--- config.mk ---
export PLATFORM = sky130hd
export DESIGN_NAME = usb_power_and_interrupt_regs
export DESIGN_NICKNAME = d
export VERILOG_FILES = /design/src/verilog/usb_pwr_pkg.sv /design/src/verilog/usb_power_and_interrupt_regs.sv /design/src/verilog/usb_event_flags.sv
export VERILOG_INCLUDE_DIRS = /design/src /design/src/verilog
export SDC_FILE = /design/constraint.sdc
export NUM_CORES = 1
export LEC_CHECK = 0
export BUFFER_PORTS_ARGS = -buffer_cell sky130_fd_sc_hd__buf_2
export CAP_MARGIN = 20
export CORE_MARGIN = 2
export CORE_UTILIZATION = 40
export CTS_CLUSTER_DIAMETER = 30
export DETAILED_ROUTE_END_ITERATION = 10
export PLACE_DENSITY = 0.73
export SYNTH_ARGS = -nofsm -noshare
export SYNTH_HDL_FRONTEND = slang
export SYNTH_SLANG_ARGS = --single-unit
--- constraint.sdc ---
create_clock -name ref_clk -period 3.65 [get_ports ref_clk]
set_input_delay 0.73 -clock ref_clk [delete_from_list [all_inputs] [get_ports ref_clk]]
set_output_delay 0.73 -clock ref_clk [all_outputs]
set_load 0.005 [all_outputs]
--- src/verilog/usb_pwr_cfg.svh ---
`ifndef USB_PWR_CFG_SVH
`define USB_PWR_CFG_SVH

// Register word indices; byte address is four times the index
`define IDX_POWER 4'h0
`define IDX_TX_FLAGS 4'h1
`define IDX_RX_FLAGS 4'h2
`define IDX_TX_ENABLE 4'h3
`define IDX_RX_ENABLE 4'h4
`define IDX_COMMON_FLAGS 4'h5
`define IDX_COMMON_ENABLE 4'h6

// Power control field positions
`define PWR_SUSPEND_PD 0
`define PWR_SUSPEND_STATE 1
`define PWR_RESUME 2
`define PWR_BUS_RESET 3
`define PWR_SOFT_CONNECT 6
`define PWR_ISO_UPDATE 7

// Reserved power bit that reads back at its reset level
`define PWR_RSVD_READ 8'h20

// Common event field positions
`define CMN_SUSPEND 0
`define CMN_RESUME 1
`define CMN_RESET_BABBLE 2
`define CMN_SOF 3
`define CMN_CONNECT 4
`define CMN_DISCONNECT 5
`define CMN_SESSION_REQ 6
`define CMN_BUS_POWER_ERR 7

// Reset values and configured endpoint masks
`define TX_ENABLE_RESET 16'h000F
`define RX_ENABLE_RESET 16'h000E
`define COMMON_ENABLE_RESET 8'h06
`define TX_EP_MASK 16'h000F
`define RX_EP_MASK 16'h000E

`endif

--- src/verilog/usb_pwr_pkg.sv ---
package usb_pwr_pkg;
  // Avalon data word
  typedef logic [31:0] bus_word_t;
  // Register index on the word-addressed bus
  typedef logic [3:0] reg_index_t;
  // Endpoint flag and enable vector
  typedef logic [15:0] ep_vec_t;
  // Common event vector
  typedef logic [7:0] common_vec_t;
  // Isochronous update sequencing
  typedef enum logic [1:0] {
    ISO_IDLE,
    ISO_WAIT_SOF,
    ISO_READY
  } iso_state_t;
endpackage : usb_pwr_pkg

--- src/verilog/usb_power_and_interrupt_regs.sv ---
// Operation
// RULE1 - Suspend power-down disables transceiver while suspended
// RULE2 - Host software or peripheral hardware sets suspend
// RULE3 - Common flag read or wake-up clears suspend
// RULE4 - Software holds resume about 10 ms
// RULE5 - Host hardware sets resume on peripheral resume
// RULE6 - Bus reset bit holds until idle
// RULE7 - Bus reset writable host, read-only peripheral
// RULE8 - Soft connect selects drive, clear after reset
// RULE9 - Iso update holds packet until SOF
// RULE10 - Tx flags: control bit0, tx 1-3
// RULE11 - Rx flags: rx 1-3, bit0 reserved
// RULE12 - Unconfigured endpoint bits read as zero
// RULE13 - Flag register read returns then clears flags
// RULE14 - Tx enable gates bitwise, resets 000Fh
// RULE15 - Rx enable gates bits 1-3, resets 000Eh
// RULE16 - Common flags hold eight fixed events
// RULE17 - Suspend flag peripheral, resume flag when suspended
// RULE18 - Reset-or-babble flag per mode
// RULE19 - Start-of-frame flag each frame
// RULE20 - Connect host only, disconnect per mode
// RULE21 - Session request, bus power error A only
// RULE22 - Common enable register resets to 06h
// RULE23 - Interrupt on any enabled set flag
`timescale 1ns/1ps
`include "usb_pwr_cfg.svh"
module usb_power_and_interrupt_regs #(
  parameter usb_pwr_pkg::ep_vec_t TX_MASK = `TX_EP_MASK,
  parameter usb_pwr_pkg::ep_vec_t RX_MASK = `RX_EP_MASK
) (
  input wire logic ref_clk,
  input wire logic arst_n,
  input wire usb_pwr_pkg::reg_index_t avsAddress,
  input wire logic avsRead,
  input wire logic avsWrite,
  input wire usb_pwr_pkg::bus_word_t avsWritedata,
  input wire logic [3:0] avsByteenable,
  output usb_pwr_pkg::bus_word_t avsReaddata,
  output logic avsWaitrequest,
  input wire logic hostMode,
  input wire logic aDevice,
  input wire logic suspendDetect,
  input wire logic resumeDetect,
  input wire logic resetSignalling,
  input wire logic busIdle,
  input wire logic babbleDetect,
  input wire logic sofEvent,
  input wire logic connectDetect,
  input wire logic disconnectDetect,
  input wire logic sessionEnd,
  input wire logic sessionRequestDetect,
  input wire logic busPowerDrop,
  input wire usb_pwr_pkg::ep_vec_t txEndpointEvent,
  input wire usb_pwr_pkg::ep_vec_t rxEndpointEvent,
  input wire logic isoTxPacketReady,
  input wire logic sofToken,
  input wire logic inToken,
  output logic usbIrq,
  output logic transceiverEnable,
  output logic transceiverDrive,
  output logic driveResume,
  output logic driveBusReset,
  output logic isoHoldPacket,
  output logic isoZeroLength
);
  import usb_pwr_pkg::*;

  // Match of the bus address against one register index
  function automatic logic regHit(input reg_index_t addr,
                                  input reg_index_t idx);
    regHit = (addr == idx);
  endfunction : regHit

  // Byte-lane merge for the 16-bit enable registers
  function automatic ep_vec_t laneMerge(input ep_vec_t old,
                                        input bus_word_t wd,
                                        input logic [3:0] be);
    laneMerge = {be[1] ? wd[15:8] : old[15:8],
                 be[0] ? wd[7:0] : old[7:0]};
  endfunction : laneMerge

  // Bus handshake state
  logic ack_reg;
  logic ack_next;
  bus_word_t readData_reg;
  bus_word_t readData_next;

  // Power control bits
  logic suspendPd_reg;
  logic suspendState_reg;
  logic suspendState_next;
  logic resume_reg;
  logic resume_next;
  logic busReset_reg;
  logic busReset_next;
  logic softConnect_reg;
  logic iso_update_mode_reg;

  // Enable registers
  ep_vec_t txEnable_reg;
  ep_vec_t rxEnable_reg;
  common_vec_t commonEnable_reg;

  // Flag vectors from the sticky flag blocks
  ep_vec_t txFlags;
  ep_vec_t rxFlags;
  common_vec_t commonFlags;

  // Iso update sequencer
  iso_state_t isoState_reg;
  iso_state_t isoState_next;
  logic isoZero_reg;
  logic isoZero_next;

  // Reset edge detector for the peripheral reset event
  logic resetSeen_reg;

  // Decoded bus strobes
  wire reqActive = avsRead | avsWrite;
  wire readTaken = avsRead & ack_reg;
  wire writeTaken = avsWrite & ack_reg;
  wire lowLane = avsByteenable[0];
  wire hitPower = regHit(avsAddress, `IDX_POWER);
  wire hitTxFlags = regHit(avsAddress, `IDX_TX_FLAGS);
  wire hitRxFlags = regHit(avsAddress, `IDX_RX_FLAGS);
  wire hitTxEn = regHit(avsAddress, `IDX_TX_ENABLE);
  wire hitRxEn = regHit(avsAddress, `IDX_RX_ENABLE);
  wire hitCmnFlags = regHit(avsAddress, `IDX_COMMON_FLAGS);
  wire hitCmnEn = regHit(avsAddress, `IDX_COMMON_ENABLE);
  wire powerWr = writeTaken & hitPower & lowLane;

  // One wait cycle, then the request is taken
  assign ack_next = reqActive & ~ack_reg;
  assign avsWaitrequest = reqActive & ~ack_reg;
  assign avsReaddata = readData_reg;

  // Power register image; reserved bit 4 reads zero
  wire [7:0] powerImage = `PWR_RSVD_READ |
    {iso_update_mode_reg, softConnect_reg, 2'b00, busReset_reg,
     resume_reg, suspendState_reg, suspendPd_reg};

  // Read selection; unmapped addresses read as zero
  always_comb begin
    readData_next = '0;
    if (hitPower) begin
      readData_next[7:0] = powerImage;
    end else if (hitTxFlags) begin
      readData_next[15:0] = txFlags;
    end else if (hitRxFlags) begin
      readData_next[15:0] = rxFlags;
    end else if (hitTxEn) begin
      readData_next[15:0] = txEnable_reg;
    end else if (hitRxEn) begin
      readData_next[15:0] = rxEnable_reg;
    end else if (hitCmnFlags) begin
      readData_next[7:0] = commonFlags;
    end else if (hitCmnEn) begin
      readData_next[7:0] = commonEnable_reg;
    end
  end

  // Bus handshake and read capture in the wait cycle
  always_ff @(posedge ref_clk or negedge arst_n) begin
    if (!arst_n) begin
      ack_reg <= 1'b0;
      readData_reg <= '0;
    end else begin
      ack_reg <= ack_next;
      if (avsRead && !ack_reg) begin
        readData_reg <= readData_next;
      end
    end
  end

  // Clear only the bits handed out, so a later event is kept
  // RULE13 clear on read
  wire [15:0] txClear = (readTaken && hitTxFlags) ?
    readData_reg[15:0] : 16'h0000;
  wire [15:0] rxClear = (readTaken && hitRxFlags) ?
    readData_reg[15:0] : 16'h0000;
  wire [7:0] cmnClear = (readTaken && hitCmnFlags) ?
    readData_reg[7:0] : 8'h00;

  // Suspend state sources
  // RULE2 suspend set sources
  wire suspHwSet = ~hostMode & suspendDetect;
  wire suspSwWr = powerWr & hostMode;
  // RULE3 suspend clear causes
  wire suspClrRead = cmnClear[`CMN_SUSPEND];
  wire suspClrWake = powerWr & avsWritedata[`PWR_RESUME] & ~resume_reg;

  // Hardware entry wins over every clear
  always_comb begin
    suspendState_next = suspendState_reg;
    if (suspHwSet) begin
      suspendState_next = 1'b1;
    end else if (suspClrWake) begin
      suspendState_next = 1'b0;
    end else if (suspSwWr) begin
      suspendState_next = avsWritedata[`PWR_SUSPEND_STATE];
    end else if (suspClrRead) begin
      suspendState_next = 1'b0;
    end
  end

  // Resume bit; the hold time is software's job, not timed here
  // RULE5 host resume detect
  wire resumeHwSet = hostMode & resumeDetect & suspendState_reg;
  assign resume_next = resumeHwSet ? 1'b1 :
    (powerWr ? avsWritedata[`PWR_RESUME] : resume_reg);

  // Bus reset bit: software writes only in host mode
  always_comb begin
    busReset_next = busReset_reg;
    // RULE6 set and hold
    if (resetSignalling) begin
      busReset_next = 1'b1;
    // RULE7 host-only write
    end else if (powerWr && hostMode) begin
      busReset_next = avsWritedata[`PWR_BUS_RESET];
    end else if (!hostMode && busIdle) begin
      busReset_next = 1'b0;
    end
  end

  // Power register storage
  always_ff @(posedge ref_clk or negedge arst_n) begin
    if (!arst_n) begin
      suspendPd_reg <= 1'b0;
      suspendState_reg <= 1'b0;
      resume_reg <= 1'b0;
      busReset_reg <= 1'b0;
      softConnect_reg <= 1'b0;
      iso_update_mode_reg <= 1'b0;
      resetSeen_reg <= 1'b0;
    end else begin
      suspendState_reg <= suspendState_next;
      resume_reg <= resume_next;
      busReset_reg <= busReset_next;
      resetSeen_reg <= resetSignalling;
      if (powerWr) begin
        suspendPd_reg <= avsWritedata[`PWR_SUSPEND_PD];
        softConnect_reg <= avsWritedata[`PWR_SOFT_CONNECT];
        iso_update_mode_reg <= avsWritedata[`PWR_ISO_UPDATE];
      end
    end
  end

  // Transceiver controls
  // RULE1 power down in suspend
  assign transceiverEnable = ~(suspendPd_reg & suspendState_reg);
  // RULE8 soft connect drive
  assign transceiverDrive = hostMode | softConnect_reg;
  assign driveResume = resume_reg;
  assign driveBusReset = hostMode & busReset_reg;

  // Enable registers; unconfigured bits never store
  // RULE14 tx enable reset
  // RULE15 rx enable reset
  // RULE22 common enable reset
  always_ff @(posedge ref_clk or negedge arst_n) begin
    if (!arst_n) begin
      txEnable_reg <= `TX_ENABLE_RESET & TX_MASK;
      rxEnable_reg <= `RX_ENABLE_RESET & RX_MASK;
      commonEnable_reg <= `COMMON_ENABLE_RESET;
    end else begin
      // RULE12 masked enables
      if (writeTaken && hitTxEn) begin
        txEnable_reg <= laneMerge(txEnable_reg, avsWritedata,
                                  avsByteenable) & TX_MASK;
      end
      if (writeTaken && hitRxEn) begin
        rxEnable_reg <= laneMerge(rxEnable_reg, avsWritedata,
                                  avsByteenable) & RX_MASK;
      end
      if (writeTaken && hitCmnEn && lowLane) begin
        commonEnable_reg <= avsWritedata[7:0];
      end
    end
  end

  // Common event sources, qualified by mode, A device or suspend state; SOF is not qualified
  common_vec_t cmnSet;
  always_comb begin
    cmnSet = '0;
    // RULE17 suspend and resume
    cmnSet[`CMN_SUSPEND] = suspendDetect & ~hostMode;
    cmnSet[`CMN_RESUME] = resumeDetect & suspendState_reg;
    // RULE18 babble or reset
    cmnSet[`CMN_RESET_BABBLE] = hostMode ? babbleDetect :
      (resetSignalling & ~resetSeen_reg);
    // RULE19 frame start
    cmnSet[`CMN_SOF] = sofEvent;
    // RULE20 connect and disconnect
    cmnSet[`CMN_CONNECT] = connectDetect & hostMode;
    cmnSet[`CMN_DISCONNECT] = hostMode ? disconnectDetect : sessionEnd;
    // RULE21 A device events
    cmnSet[`CMN_SESSION_REQ] = sessionRequestDetect & aDevice;
    cmnSet[`CMN_BUS_POWER_ERR] = busPowerDrop & aDevice;
  end

  // RULE10 tx flag layout
  // RULE12 masked tx flags
  usb_event_flags #(.WIDTH(16), .MASK(TX_MASK)) txFlagBlock (
    .ref_clk(ref_clk),
    .arst_n(arst_n),
    .setPulse(txEndpointEvent),
    .clearMask(txClear),
    .flags(txFlags)
  );

  // RULE11 rx flag layout
  usb_event_flags #(.WIDTH(16), .MASK(RX_MASK)) rxFlagBlock (
    .ref_clk(ref_clk),
    .arst_n(arst_n),
    .setPulse(rxEndpointEvent),
    .clearMask(rxClear),
    .flags(rxFlags)
  );

  // RULE16 common flag layout
  usb_event_flags #(.WIDTH(8), .MASK(8'hFF)) cmnFlagBlock (
    .ref_clk(ref_clk),
    .arst_n(arst_n),
    .setPulse(cmnSet),
    .clearMask(cmnClear),
    .flags(commonFlags)
  );

  // RULE23 combined interrupt
  assign usbIrq = |(txFlags & txEnable_reg) |
    |(rxFlags & rxEnable_reg) | |(commonFlags & commonEnable_reg);

  // Iso update applies only to a peripheral with the mode set
  wire isoActive = iso_update_mode_reg & ~hostMode;

  // Iso sequencer next state
  // RULE9 hold until SOF
  always_comb begin
    isoState_next = isoState_reg;
    isoZero_next = 1'b0;
    case (isoState_reg)
      ISO_IDLE: begin
        if (isoActive && isoTxPacketReady) begin
          isoState_next = ISO_WAIT_SOF;
        end
      end
      ISO_WAIT_SOF: begin
        // Packet withdrawn or mode dropped
        if (!isoActive || !isoTxPacketReady) begin
          isoState_next = ISO_IDLE;
        end else if (sofToken) begin
          isoState_next = ISO_READY;
        end else if (inToken) begin
          isoZero_next = 1'b1;
        end
      end
      ISO_READY: begin
        // Packet sent clears ready, then we rearm
        if (!isoActive || !isoTxPacketReady) begin
          isoState_next = ISO_IDLE;
        end
      end
      default: begin
        isoState_next = ISO_IDLE;
      end
    endcase
  end

  // Iso sequencer storage
  always_ff @(posedge ref_clk or negedge arst_n) begin
    if (!arst_n) begin
      isoState_reg <= ISO_IDLE;
      isoZero_reg <= 1'b0;
    end else begin
      isoState_reg <= isoState_next;
      isoZero_reg <= isoZero_next;
    end
  end

  assign isoHoldPacket = (isoState_reg == ISO_WAIT_SOF);
  assign isoZeroLength = isoZero_reg;
endmodule : usb_power_and_interrupt_regs

--- src/verilog/usb_event_flags.sv ---
`timescale 1ns/1ps
module usb_event_flags #(
  parameter int WIDTH = 16,
  parameter logic [WIDTH-1:0] MASK = '1
) (
  input wire logic ref_clk,
  input wire logic arst_n,
  input wire logic [WIDTH-1:0] setPulse,
  input wire logic [WIDTH-1:0] clearMask,
  output logic [WIDTH-1:0] flags
);
  // Sticky flags, unconfigured bits forced low
  logic [WIDTH-1:0] flags_reg;
  logic [WIDTH-1:0] flags_next;

  // A set in the clearing cycle survives the clear
  assign flags_next = ((flags_reg & ~clearMask) | setPulse) & MASK;
  assign flags = flags_reg;

  // Flag storage
  always_ff @(posedge ref_clk or negedge arst_n) begin
    if (!arst_n) begin
      flags_reg <= '0;
    end else begin
      flags_reg <= flags_next;
    end
  end
endmodule : usb_event_flags

# Word level (Yosys, flattened, before mapping)
# Index checks and enable logic that the tools add are counted.
dict set report totals {
  ff_bits 57
  in_bits 92
  out_inout_bits 40
}
dict set report classes {
  n_eq_ne 11
  mux 31
  n_bitwise 40
  n_reduce_logical 27
}
# operator count
set op_table {}
lappend op_table {{2-to-1 mux 8 bit} 9}
lappend op_table {{OR reduction 16 bit} 2}
lappend op_table {{bitwise AND 1 bit} 19}
lappend op_table {{bitwise AND 4 bit} 4}
lappend op_table {{bitwise AND 8 bit} 2}
lappend op_table {{2-to-1 mux 1 bit} 15}
lappend op_table {{== test 4 x 3 -> 1 bit (second input constant)} 3}
lappend op_table {{logical AND 1 bit} 11}
lappend op_table {{== test 4 x 2 -> 1 bit (second input constant)} 2}
lappend op_table {{2-to-1 mux 2 bit} 4}
lappend op_table {{2-to-1 mux 4 bit} 2}
lappend op_table {{inverter 4 bit} 2}
lappend op_table {{inverter 8 bit} 1}
lappend op_table {{bitwise OR 4 bit} 2}
lappend op_table {{bitwise OR 8 bit} 1}
lappend op_table {{OR reduction 8 bit} 1}
lappend op_table {{one-hot mux 2 bit (3 select lines)} 1}
lappend op_table {{inverter 1 bit} 5}
lappend op_table {{== test 4 x 1 -> 1 bit (second input constant)} 1}
lappend op_table {{logical NOT 1 bit} 4}
lappend op_table {{logical NOT 4 bit} 1}
lappend op_table {{inequality test 2 bit (second input constant)} 2}
lappend op_table {{bitwise OR 1 bit} 4}
lappend op_table {{AND reduction 2 bit} 2}
lappend op_table {{9 further kinds} 9}

# Longest topological paths before layout
# Gate-level depths: netlist of run 1.
dict set report logic_depth {
  ltp_word 8
  mapped_depth 6
  ltp_nobuf 4
}

# Modules after synthesis
# A second synthesis of run 1 with hierarchy kept.
dict set report hier_totals {
  hier_cells 361
  area_unflattened_um2 3430.8
}
# module instances cells_each area_each_um2 seq_area_each_um2
set by_module_without_submodules {}
lappend by_module_without_submodules {usb_power_and_interrupt_regs 1 289 2691.3 1062.3}
lappend by_module_without_submodules {{usb_event_flags (cmnFlagBlock)} 1 24 290.3 200.2}
lappend by_module_without_submodules {{usb_event_flags (txFlagBlock)} 1 25 239.0 100.1}
lappend by_module_without_submodules {{usb_event_flags (rxFlagBlock)} 1 23 210.2 75.1}

# Worst setup path after synthesis of run 1
# Ideal clock, no wire load.
dict set report synth_path {
  kind {input to register}
  start {in avsAddress[3]}
  end {reg commonEnable_reg[0]}
  arrival_time_ns 1.876
  t_required_ns 3.525
  path_slack_ns 1.649
  path_stages 5
  path_buffers 2
  path_cell_list {buf_6 > nand2b_4 > buf_6 > nor4_4 > mux2_2}
}
dict set report synth_between {
  elab_chain_len 3
}
# item line
set synth_lines {}
lappend synth_lines {{from (decl)} usb_power_and_interrupt_regs.sv:33} ;# input wire usb_pwr_pkg::reg_index_t avsAddress,
lappend synth_lines {{== test 4 x 3 -> 1 bit} usb_power_and_interrupt_regs.sv:71} ;# regHit = (addr == idx);
lappend synth_lines {{logical AND 1 bit (2 in a row)} usb_power_and_interrupt_regs.sv:276} ;# if (writeTaken && hitCmnEn && lowLane) begin
lappend synth_lines {{to (signal assigned)} usb_power_and_interrupt_regs.sv:265} ;# commonEnable_reg <= `COMMON_ENABLE_RESET;
lappend synth_lines {{to (signal assigned)} usb_power_and_interrupt_regs.sv:277} ;# commonEnable_reg <= avsWritedata[7:0];
lappend synth_lines {{to (decl)} usb_power_and_interrupt_regs.sv:102} ;# common_vec_t commonEnable_reg;
# No other way between the ends.
# A chain may end at the register's enable or synchronous reset.

# Final worst setup path of run 1
dict set report layout_path {
  start {reg txFlagBlock.flags_reg[0] (netlist: txFlagBlock.flags[0])}
  end {out usbIrq}
}
dict set report layout_between {
  elab_chain_len 4
}
# item line
set layout_lines {}
lappend layout_lines {{from (decl)} usb_event_flags.sv:13} ;# logic [WIDTH-1:0] flags_reg;
lappend layout_lines {{from (signal assigned)} usb_event_flags.sv:25} ;# flags_reg <= flags_next;
lappend layout_lines {{bitwise AND 4 bit} usb_power_and_interrupt_regs.sv:331} ;# assign usbIrq = |(txFlags & txEnable_reg) |
lappend layout_lines {{OR reduction 16 bit} usb_power_and_interrupt_regs.sv:331}
lappend layout_lines {{bitwise OR 1 bit (2 in a row)} usb_power_and_interrupt_regs.sv:332} ;# |(rxFlags & rxEnable_reg) | |(commonFlags & commonEnable_reg);
lappend layout_lines {{to (decl)} usb_power_and_interrupt_regs.sv:58} ;# output logic usbIrq,
# No other way between the ends.

==> results of run 1 <==
==> worst max-delay path, stage by stage (launching register included) <==
cell,delay [ns]
dfrtp_1,0.43
a22o_1,0.23
a221oi_1,0.33
nand4_1,0.17
buf_2,0.16
==> per-layer routing <==
metal | GRT usage [%] | wire length [um]
met1 | 24.5 | 2820
met2 | 29.5 | 3230
met3 | 4.23 | 406
met4 | 7.65 | 145
met5 | 0 | 0
==> worst paths after layout <==
kind / end / slack (ns) / depth (start not counted)
hold / removal: avsReaddata[7] / 0.28 / 1
min in group ref_clk: isoState_reg[0] / 0.46 / 1
setup reg to reg: commonEnable_reg[4] / 1.81 / 3
max in group asynchronous: txEnable_reg[3] / 2.82 / 2
setup / recovery: usbIrq / 1.29 / 4
hold reg to reg: isoState_reg[0] / 0.46 / 1
==> layout make-up <==
class                           count  area share, %
Sequential cell                    49           41.3
Tap cell                           77           3.21
Timing Repair Buffer               56           9.85
Clock buffer                        5           2.29
Inverter                            7          0.876
Clock inverter                      2           1.17
Multi-Input combinational cell    189           41.3
==> cells by family (layout without fill, tap and decap cells) <==
logic type,count (synthesis),in the layout,share of synthesized area (%)
AO/OA/AOI/OAI,60,60,16.5
buffers and inverters,41,70,10.2
flip-flops,49,49,46.5
multiplexers,23,23,9.64
other,1,24,0.141
AND/OR/NAND/NOR,82,82,17.1
==> power groups by stage <==
stage	Clock, mW	Sequential, mW	Combinational (mW)
final	0.378	0.640	0.201
after CTS	0.388	0.639	0.199
after detailed placement	0	0.649	0.198
after global routing	0.405	0.646	0.224
after global placement	0	0.647	0.192
after floorplan	0	0.635	0.140
==> cells in the mapped netlist, drive strengths merged (7+ instances only) <==
cell type	instances
o21ai	12
mux2	21
nand2	30
inv	7
a21o	8
buf	30
dfstp	9
dfrtp	40
nor2b	7
nor2	13
a22oi	8
a22o	7
==> cells in the final DEF, fill, tap and decap left out, types with 3 or more instances in the layout <==
cell type  instances
a221oi_1           4
nand2b_1           3
dfrtp_1           40
nand3_1            6
buf_2             55
dfstp_2            9
a21o_1             8
clkbuf_8           5
inv_1              7
nor2_1            11
nor2b_1            7
a221o_1            3
o21ai_0           12
nor3_1             3
mux2_2            20
a21oi_1            5
nand2_1           30
conb_1            24
nor3b_1            5
a22o_1             7
a22oi_1            8
==> per-stage QoR <==
stage / utilization, % / total power [mW] / worst slack, ns / area [um2]
finish: 47.0 / 1.22 / 1.29 / 3000
global route: 47.0 / 1.28 / 1.22 / 3000
floorplan: - / 0.775 / 1.65 / 2750
CTS: 46.6 / 1.23 / 1.26 / 2980
global placement: 45.0 / 0.839 / 1.21 / 2880
detailed placement: 45.0 / 0.847 / 1.20 / 2880
==> impl_metrics.tcl, run 1 <==
set metrics [dict create \
    status "completed" \
    cp.arrival_ns 1.63 \
    max_slew_margin_pct 53.5 \
    cts_made_buffers 5 \
    syn-instance-count 256 \
    hold_path.class "in2async" \
    setup.worst_path.start "txFlagBlock.flags[0]" \
    port_buffers 55 \
    initial_utilization_pct 41.7 \
    fmax_mhz 424 \
    route.vias.total 2076 \
    period_minus_slack_ns 2.36 \
    yosysUniqueCellTypes 49 \
    maxCapViolCount 0 \
    timing.rr.start "ack_reg" \
    overflow 0 \
    synth-async-reset-ratio_pct 100 \
    pwr-share-comb_pct 16.5 \
    fin_skew_ns 0.00385 \
    p_leak_nw 1.31 \
    dp.cells 377 \
    antenna_cells 0 \
    worst_pin_slew_ns 0.692 \
    seq_area_frac_synth_pct 46.5 \
    yosys.area.top_type_share_pct 37.6 \
    tritoncts "built" \
    synth-seq-cells 49 \
    synth_edf_count 0 \
    setup_viol 0 \
    critPathLaunchType "register" \
    dr.pass1.iters 4 \
    fp.coreArea_um2 6390 \
    gp_congestion 0.849 \
    fin_nets 400 \
    swShare_pct 26.9 \
    hold_ws_ns 0.282 \
    power.switching_mw 0.328 \
    cts_hold_buf 0 \
    synth.area.top_cells "dfrtp_1, dfstp_2, mux2_2" \
    dp.final_hpwl_um 4870 \
    finalNonFillerCells 385 \
    routed_via_density 5.39 \
    drive_gt1_share_pct 32.1 \
    criticalPathCategory "reg2out" \
    synth_area_leader_cell "dfrtp_1" \
    drc 0 \
    grt_pass1_vias 2046 \
    rows 29 \
    yosysWarnings 0 \
    endpoint_kind "primary output" \
    grt_usage_pct 18.5 \
    dr.first_iter.drc_count 189 \
    syn_avg_cell_area_um2 10.4 \
    seq_area_um2 1240 \
    rsz0062_at_grt "no" \
    root_buffer "clkbuf_8" \
    antenna_found_initial 0 \
    multi_input_area_um2 1240 \
    die_w_um 85.6 \
    cts_setup_buffers 0 \
    dieArea_um2 7320 \
    cts_resized 0 \
    antenna_left 0 \
    setup_tns_ns 0 \
    worst-path-max-fanout 3 \
    seqPwrFrac_pct 52.5 \
    clockBufferDepth 2 \
    path_clk_slew_ns 0.09 \
    clk_latency_ns 0.30 \
    cp.required_ns 2.92 \
    num_io_pins 132 \
    fillCellCount 620 \
    p_int_mw 0.890 \
    syn_to_final_growth_pct 12.7 \
    maxSlewViolCount 0 \
    hold_viol 0 \
    finalCritPeriodShare_pct 64.7 \
    grt_pass1_wl_um 10400 \
    htree_levels 2 \
    fp.dieH_um 85.6 \
    grt_max_degree 50 \
    clockPowerShare_pct 31.0 \
    totalWireLength_um 6600 \
    synthFlopType "dfrtp_1" \
    cts.sink_count 49 \
    cellPowerDensity_nw_per_um2 406 \
    avgRoutedWirePerCell_um 17.1 \
    syn_area_um2 2660 \
    ir_worst_vdd_mv 0.176 \
]
No activity file was read; power rests on OpenSTA's default activity.
==> run 2: changes to the inputs <==
--- a/config.mk
+++ b/config.mk
@@ -6,13 +6,14 @@
 export SDC_FILE = /design/constraint.sdc
 export NUM_CORES = 1
 export LEC_CHECK = 0
+export ABC_AREA = 1
 export BUFFER_PORTS_ARGS = -buffer_cell sky130_fd_sc_hd__buf_2
 export CAP_MARGIN = 20
 export CORE_MARGIN = 2
 export CORE_UTILIZATION = 40
 export CTS_CLUSTER_DIAMETER = 30
 export DETAILED_ROUTE_END_ITERATION = 10
-export PLACE_DENSITY = 0.73
+export PLACE_DENSITY = 0.76
 export SYNTH_ARGS = -nofsm -noshare
 export SYNTH_HDL_FRONTEND = slang
 export SYNTH_SLANG_ARGS = --single-unit
==> constraint.sdc (replaced) <==
create_clock -name ref_clk -period 2.1 [get_ports ref_clk]
set_input_delay 0.42 -clock ref_clk [delete_from_list [all_inputs] [get_ports ref_clk]]
set_output_delay 0.42 -clock ref_clk [all_outputs]
set_load 0.005 [all_outputs]
==> impl_metrics.tcl, run 2 <==
set metrics [dict create \
    netlist_top_cells_count "nand2_1, inv_1, dfrtp_1" \
    criticalPathCategory "reg2out" \
    r2r_cells 5 \
    worst-path-max-fanout 3 \
    initial_utilization_pct 41.8 \
    yosysWarnings 0 \
    grt_pass1_wl_um 10500 \
    final_cell_mix "nand2_1, buf_2, inv_1" \
    setup.worst_path.start "cmnFlagBlock.flags[3]" \
    status "completed" \
    num_io_pins 132 \
    timing.rr.start "ack_reg" \
    yosysUniqueCellTypes 37 \
    syn_area_um2 2670 \
    syn_to_final_growth_pct 13.7 \
    cellPowerDensity_nw_per_um2 656 \
    hold_path.class "in2async" \
    rsz0062_at_grt "no" \
    antenna_cells 0 \
    p_leak_nw 1.60 \
    max_slew_margin_pct 59.5 \
    dr.first_iter.drc_count 265 \
    grt_pass1_vias 2139 \
    overflow 0 \
    clk_latency_ns 0.31 \
    cts_resized 0 \
    syn_avg_cell_area_um2 8.22 \
    grt_usage_pct 18.2 \
    clockBufferDepth 2 \
    cts_made_buffers 5 \
    rr_endpoint "avsReaddata[7]" \
    fp.coreArea_um2 6390 \
    setup_viol 0 \
    synth-seq-cells 49 \
    drc 0 \
    syn-instance-count 325 \
    antenna_found_initial 0 \
    cts.sink_count 49 \
    seq_area_um2 1240 \
    totalWireLength_um 6360 \
    antenna_left 0 \
    cp.required_ns 1.68 \
    critPathLaunchType "register" \
    root_buffer "clkbuf_8" \
    r2r_slack_ns 0.47 \
    synth.area.top_cells "dfrtp_1, nand2_1, dfstp_2" \
    die_w_um 85.7 \
    route.vias.total 2281 \
    synth-async-reset-ratio_pct 100 \
    fin_skew_ns 0.0113 \
    period_minus_slack_ns 1.88 \
    synth_area_leader_cell "dfrtp_1" \
    fp.dieH_um 85.7 \
    grt_max_degree 27 \
    mostFrequentLayoutCell "nand2_1" \
    port_buffers 55 \
    seq_area_frac_synth_pct 46.3 \
    worst_pin_slew_ns 0.608 \
    tritoncts "built" \
    dp.final_hpwl_um 5010 \
    setup_tns_ns 0 \
    finish.utilization_pct 47.6 \
    drive_gt1_share_pct 26.2 \
    routed_via_density 4.93 \
    finalCritPeriodShare_pct 89.3 \
    hold_viol 0 \
    dieArea_um2 7340 \
    fillCellCount 652 \
    synthFlopType "dfrtp_1" \
    maxSlewViolCount 0 \
    cp.arrival_ns 1.46 \
    gp_congestion 0.960 \
    synth_most_common_cell "nand2_1" \
    cts_setup_buffers 0 \
    synth_edf_count 0 \
    dr.pass1.iters 5 \
    rows 29 \
    fin_nets 477 \
    cts_hold_buf 0 \
    avgRoutedWirePerCell_um 13.7 \
    path_clk_slew_ns 0.09 \
    fmax_mhz 533 \
    multi_input_area_um2 1130 \
    maxCapViolCount 0 \
    ir_worst_vdd_mv 0.264 \
    htree_levels 2 \
    yosys.area.top_type_share_pct 37.5 \
    endpoint_kind "primary output" \
]
-- run 2: cell types whose count changed in the layout (fill, tap and decap cells not counted), moves of 4 or more --
cell,previous run,this run
nand2_1,30,85
nand3_1,6,17
o21ai_2,0,7
nor3b_1,5,0
nor2_4,1,5
inv_2,0,6
o22ai_1,0,5
a21o_1,8,3
nor2_1,11,16
o21ai_0,12,24
a22o_1,7,0
nor2b_1,7,0
mux2_2,20,0
inv_1,7,44
-- run 2: area by class of cell --
class	count	share of cell area, %
Multi-Input combinational cell	222	37.2
Sequential cell	49	40.8
Clock inverter	1	0.247
Clock buffer	7	2.51
Tap cell	77	3.17
Inverter	51	6.35
Timing Repair Buffer	56	9.72
-- run 2: worst max path at each step --
stage                       endpoint  slack [ns]  cells after the start
finish                        usbIrq        0.22                      5
global route                  usbIrq        0.13                      5
CTS                           usbIrq        0.22                      5
detailed placement    avsReaddata[7]        0.39                      7
global placement      avsReaddata[7]        0.44                      7
floorplan           transceiverDrive        0.79                      2
-- run 2: power by group --
part	leakage [nW]	internal (mW)	switching, mW
sequential	0.541	1.03	0.0639
clock	0.0385	0.236	0.318
combinational	1.02	0.135	0.204
-- run 2: worst max-delay path, cell delays in order (launching register included) --
cell and delay, ns:
dfrtp_1 0.42, nand2_1 0.09, nand4_1 0.09, nor3_1 0.25, nand3_1 0.14, buf_2 0.15
-- run 2: logic make-up (layout without fill, tap and decap cells) --
group / after synthesis / count (layout) / synth area share [%]
and+or+nand+nor: 138 / 138 / 24.5
buffers and inverters: 77 / 115 / 14.5
AOI/OAI and AO/OA: 59 / 59 / 13.9
DFF: 49 / 49 / 46.3
other: 1 / 24 / 0.140
muxes: 1 / 1 / 0.562
-- run 2: per-layer routing --
layer,global-route usage [%],wire length [um]
met5,0,0
met4,7.50,159
met3,3.66,421
met2,28.1,2970
met1,25.0,2810
-- run 2: through the flow --
step / power [mW] / cell area (um2) / hold slack (ns) / std cells / setup WS [ns]
after floorplan: 1.33 / 2760 / 0.124 / 348 / 0.794
after global placement: 1.45 / 2950 / 0.454 / 455 / 0.437
after detailed placement: 1.45 / 2950 / 0.456 / 455 / 0.392
after CTS: 2.00 / 3040 / 0.134 / 463 / 0.218
after global routing: 2.09 / 3040 / 0.166 / 463 / 0.133
final: 1.99 / 3040 / 0.111 / 463 / 0.225
==> run 3: changes to the inputs <==
--- a/config.mk
+++ b/config.mk
@@ -13,7 +13,7 @@
 export CORE_UTILIZATION = 40
 export CTS_CLUSTER_DIAMETER = 30
 export DETAILED_ROUTE_END_ITERATION = 10
-export PLACE_DENSITY = 0.76
+export PLACE_DENSITY = 0.73
 export SYNTH_ARGS = -nofsm -noshare
 export SYNTH_HDL_FRONTEND = slang
 export SYNTH_SLANG_ARGS = --single-unit
==> constraint.sdc (replaced) <==
create_clock -name ref_clk -period 2.05 [get_ports ref_clk]
set_input_delay 0.41 -clock ref_clk [delete_from_list [all_inputs] [get_ports ref_clk]]
set_output_delay 0.41 -clock ref_clk [all_outputs]
set_load 0.005 [all_outputs]
==> impl_metrics.tcl, run 3 (same netlist as run 2, synthesis figures left out) <==
set metrics [dict create \
    status "completed" \
    die_w_um 85.7 \
    clockPowerShare_pct 29.0 \
    antenna_found_initial 0 \
    cellPowerDensity_nw_per_um2 680 \
    route.vias.total 2257 \
    seqPwrFrac_pct 54.3 \
    met3_usage_pct 3.56 \
    power.switching_mw 0.603 \
    swShare_pct 29.0 \
    p_leak_nw 1.61 \
    fmax_mhz 534 \
    cp.arrival_ns 1.46 \
    setup_viol 0 \
    finalCritPeriodShare_pct 91.4 \
    port_buffers 55 \
    initial_utilization_pct 41.8 \
    maxCapViolCount 0 \
    power_mw 2.08 \
    mostFrequentLayoutCell "nand2_1" \
    critPathCapture "usbIrq" \
    avgRoutedWirePerCell_um 14.0 \
    gp_congestion 0.921 \
    tritoncts "built" \
    rr_endpoint "avsReaddata[6]" \
    fp.dieH_um 85.7 \
    totalWireLength_um 6480 \
    finalNonFillerCells 464 \
    final_cell_mix "nand2_1, buf_2, inv_1" \
    r2r_cells 5 \
    root_buffer "clkbuf_8" \
    antenna_cells 0 \
    routed_via_density 4.86 \
    r2r_slack_ns 0.43 \
    setup_ws_ns 0.177 \
    grt_pass1_wl_um 10600 \
    dr.pass1.iters 4 \
    dp.final_hpwl_um 5070 \
    dp_slack_ns 0.365 \
    drive_gt1_share_pct 26.4 \
    busiest_layer "met2" \
    grtUsageMet1_pct 25.6 \
    overflow 0 \
    timing.rr.start "ack_reg" \
    rsz0062_at_grt "no" \
    critPathLaunchType "register" \
    dp.cells 455 \
    drc 0 \
    clk_latency_ns 0.31 \
    hold_viol 0 \
    setup.worst_path.start "cmnFlagBlock.flags[3]" \
    fin_nets 478 \
    grt_max_degree 42 \
    criticalPathCategory "reg2out" \
    worst-path-max-fanout 3 \
    fin_skew_ns 0.00415 \
    grtUsageMet2_pct 29.8 \
    p_int_mw 1.47 \
    whs_path_depth 1 \
    path_clk_slew_ns 0.09 \
    period_minus_slack_ns 1.87 \
    dieArea_um2 7340 \
    pwr-share-comb_pct 16.7 \
    clockBufferDepth 2 \
    cp.required_ns 1.64 \
    maxSlewViolCount 0 \
    grt_pass1_vias 2099 \
    num_io_pins 132 \
    grt_usage_pct 18.8 \
    hold_ws_ns 0.233 \
    fp.coreArea_um2 6390 \
    dr.first_iter.drc_count 265 \
    setup_tns_ns 0 \
    hold_path.class "in2reg" \
    rows 29 \
    cts_made_buffers 5 \
    htree_levels 2 \
    cts.sink_count 49 \
    ir_worst_vdd_mv 0.350 \
    antenna_left 0 \
    endpoint_kind "primary output" \
    syn_to_final_growth_pct 14.5 \
]
[run 3: area by class of cell]
type / count / area (um2)
multi-input combinational: 222 / 1130
tap: 77 / 96.3
clock inverter: 1 / 7.51
sequential: 49 / 1240
timing repair buffer: 57 / 305
clock buffer: 7 / 86.3
fill: 663 / 3330
inverter: 51 / 193
[run 3: timing repair]
item | 4_1_cts | 5_1_grt
hold buffers | 1 | 0
endpoints found under the hold margin | 8 | 0
resized for setup | 0 | 0
setup buffers | 0 | 0
[run 3: power groups by stage]
stage | logic [mW] | clock network [mW] | registers [mW]
finish | 0.348 | 0.602 | 1.13
global route | 0.401 | 0.662 | 1.14
CTS | 0.352 | 0.614 | 1.13
detailed placement | 0.348 | 0 | 1.15
global placement | 0.342 | 0 | 1.14
floorplan | 0.237 | 0 | 1.13
[run 3: worst min-delay path by stage]
stage / endpoint / startpoint / slack [ns]
6_report: resetSeen_reg / resetSignalling / 0.23
2_1_floorplan: ack_reg / arst_n / 0.11
4_1_cts: resetSeen_reg / resetSignalling / 0.23
3_5_place_dp: txFlagBlock.flags[0] / arst_n / 0.29
5_1_grt: resetSeen_reg / resetSignalling / 0.22
3_3_place_gp: txFlagBlock.flags[0] / arst_n / 0.28
[run 3: worst max-delay path, stage by stage, from the launching register on]
cell and delay, ns:
dfrtp_1 0.42, nand2_1 0.09, nand4_1 0.10, nor3_1 0.27, nand3_1 0.13, buf_2 0.14
[run 3: per-stage QoR]
stage               cell area [um2]  util [%]
floorplan                      2760         -
global placement               2950      46.2
detailed placement             2950      46.2
CTS                            3060      47.9
global route                   3060      47.9
finish                         3060      47.9
[run 3: metal layers]
metal	routed length (um)	vias to the layer above	share of wire [%]
li1	-	1108	-
met1	2770	1060	43
met2	3180	81	49
met3	411	8	6.3
met4	116	0	1.8
met5	0	-	0
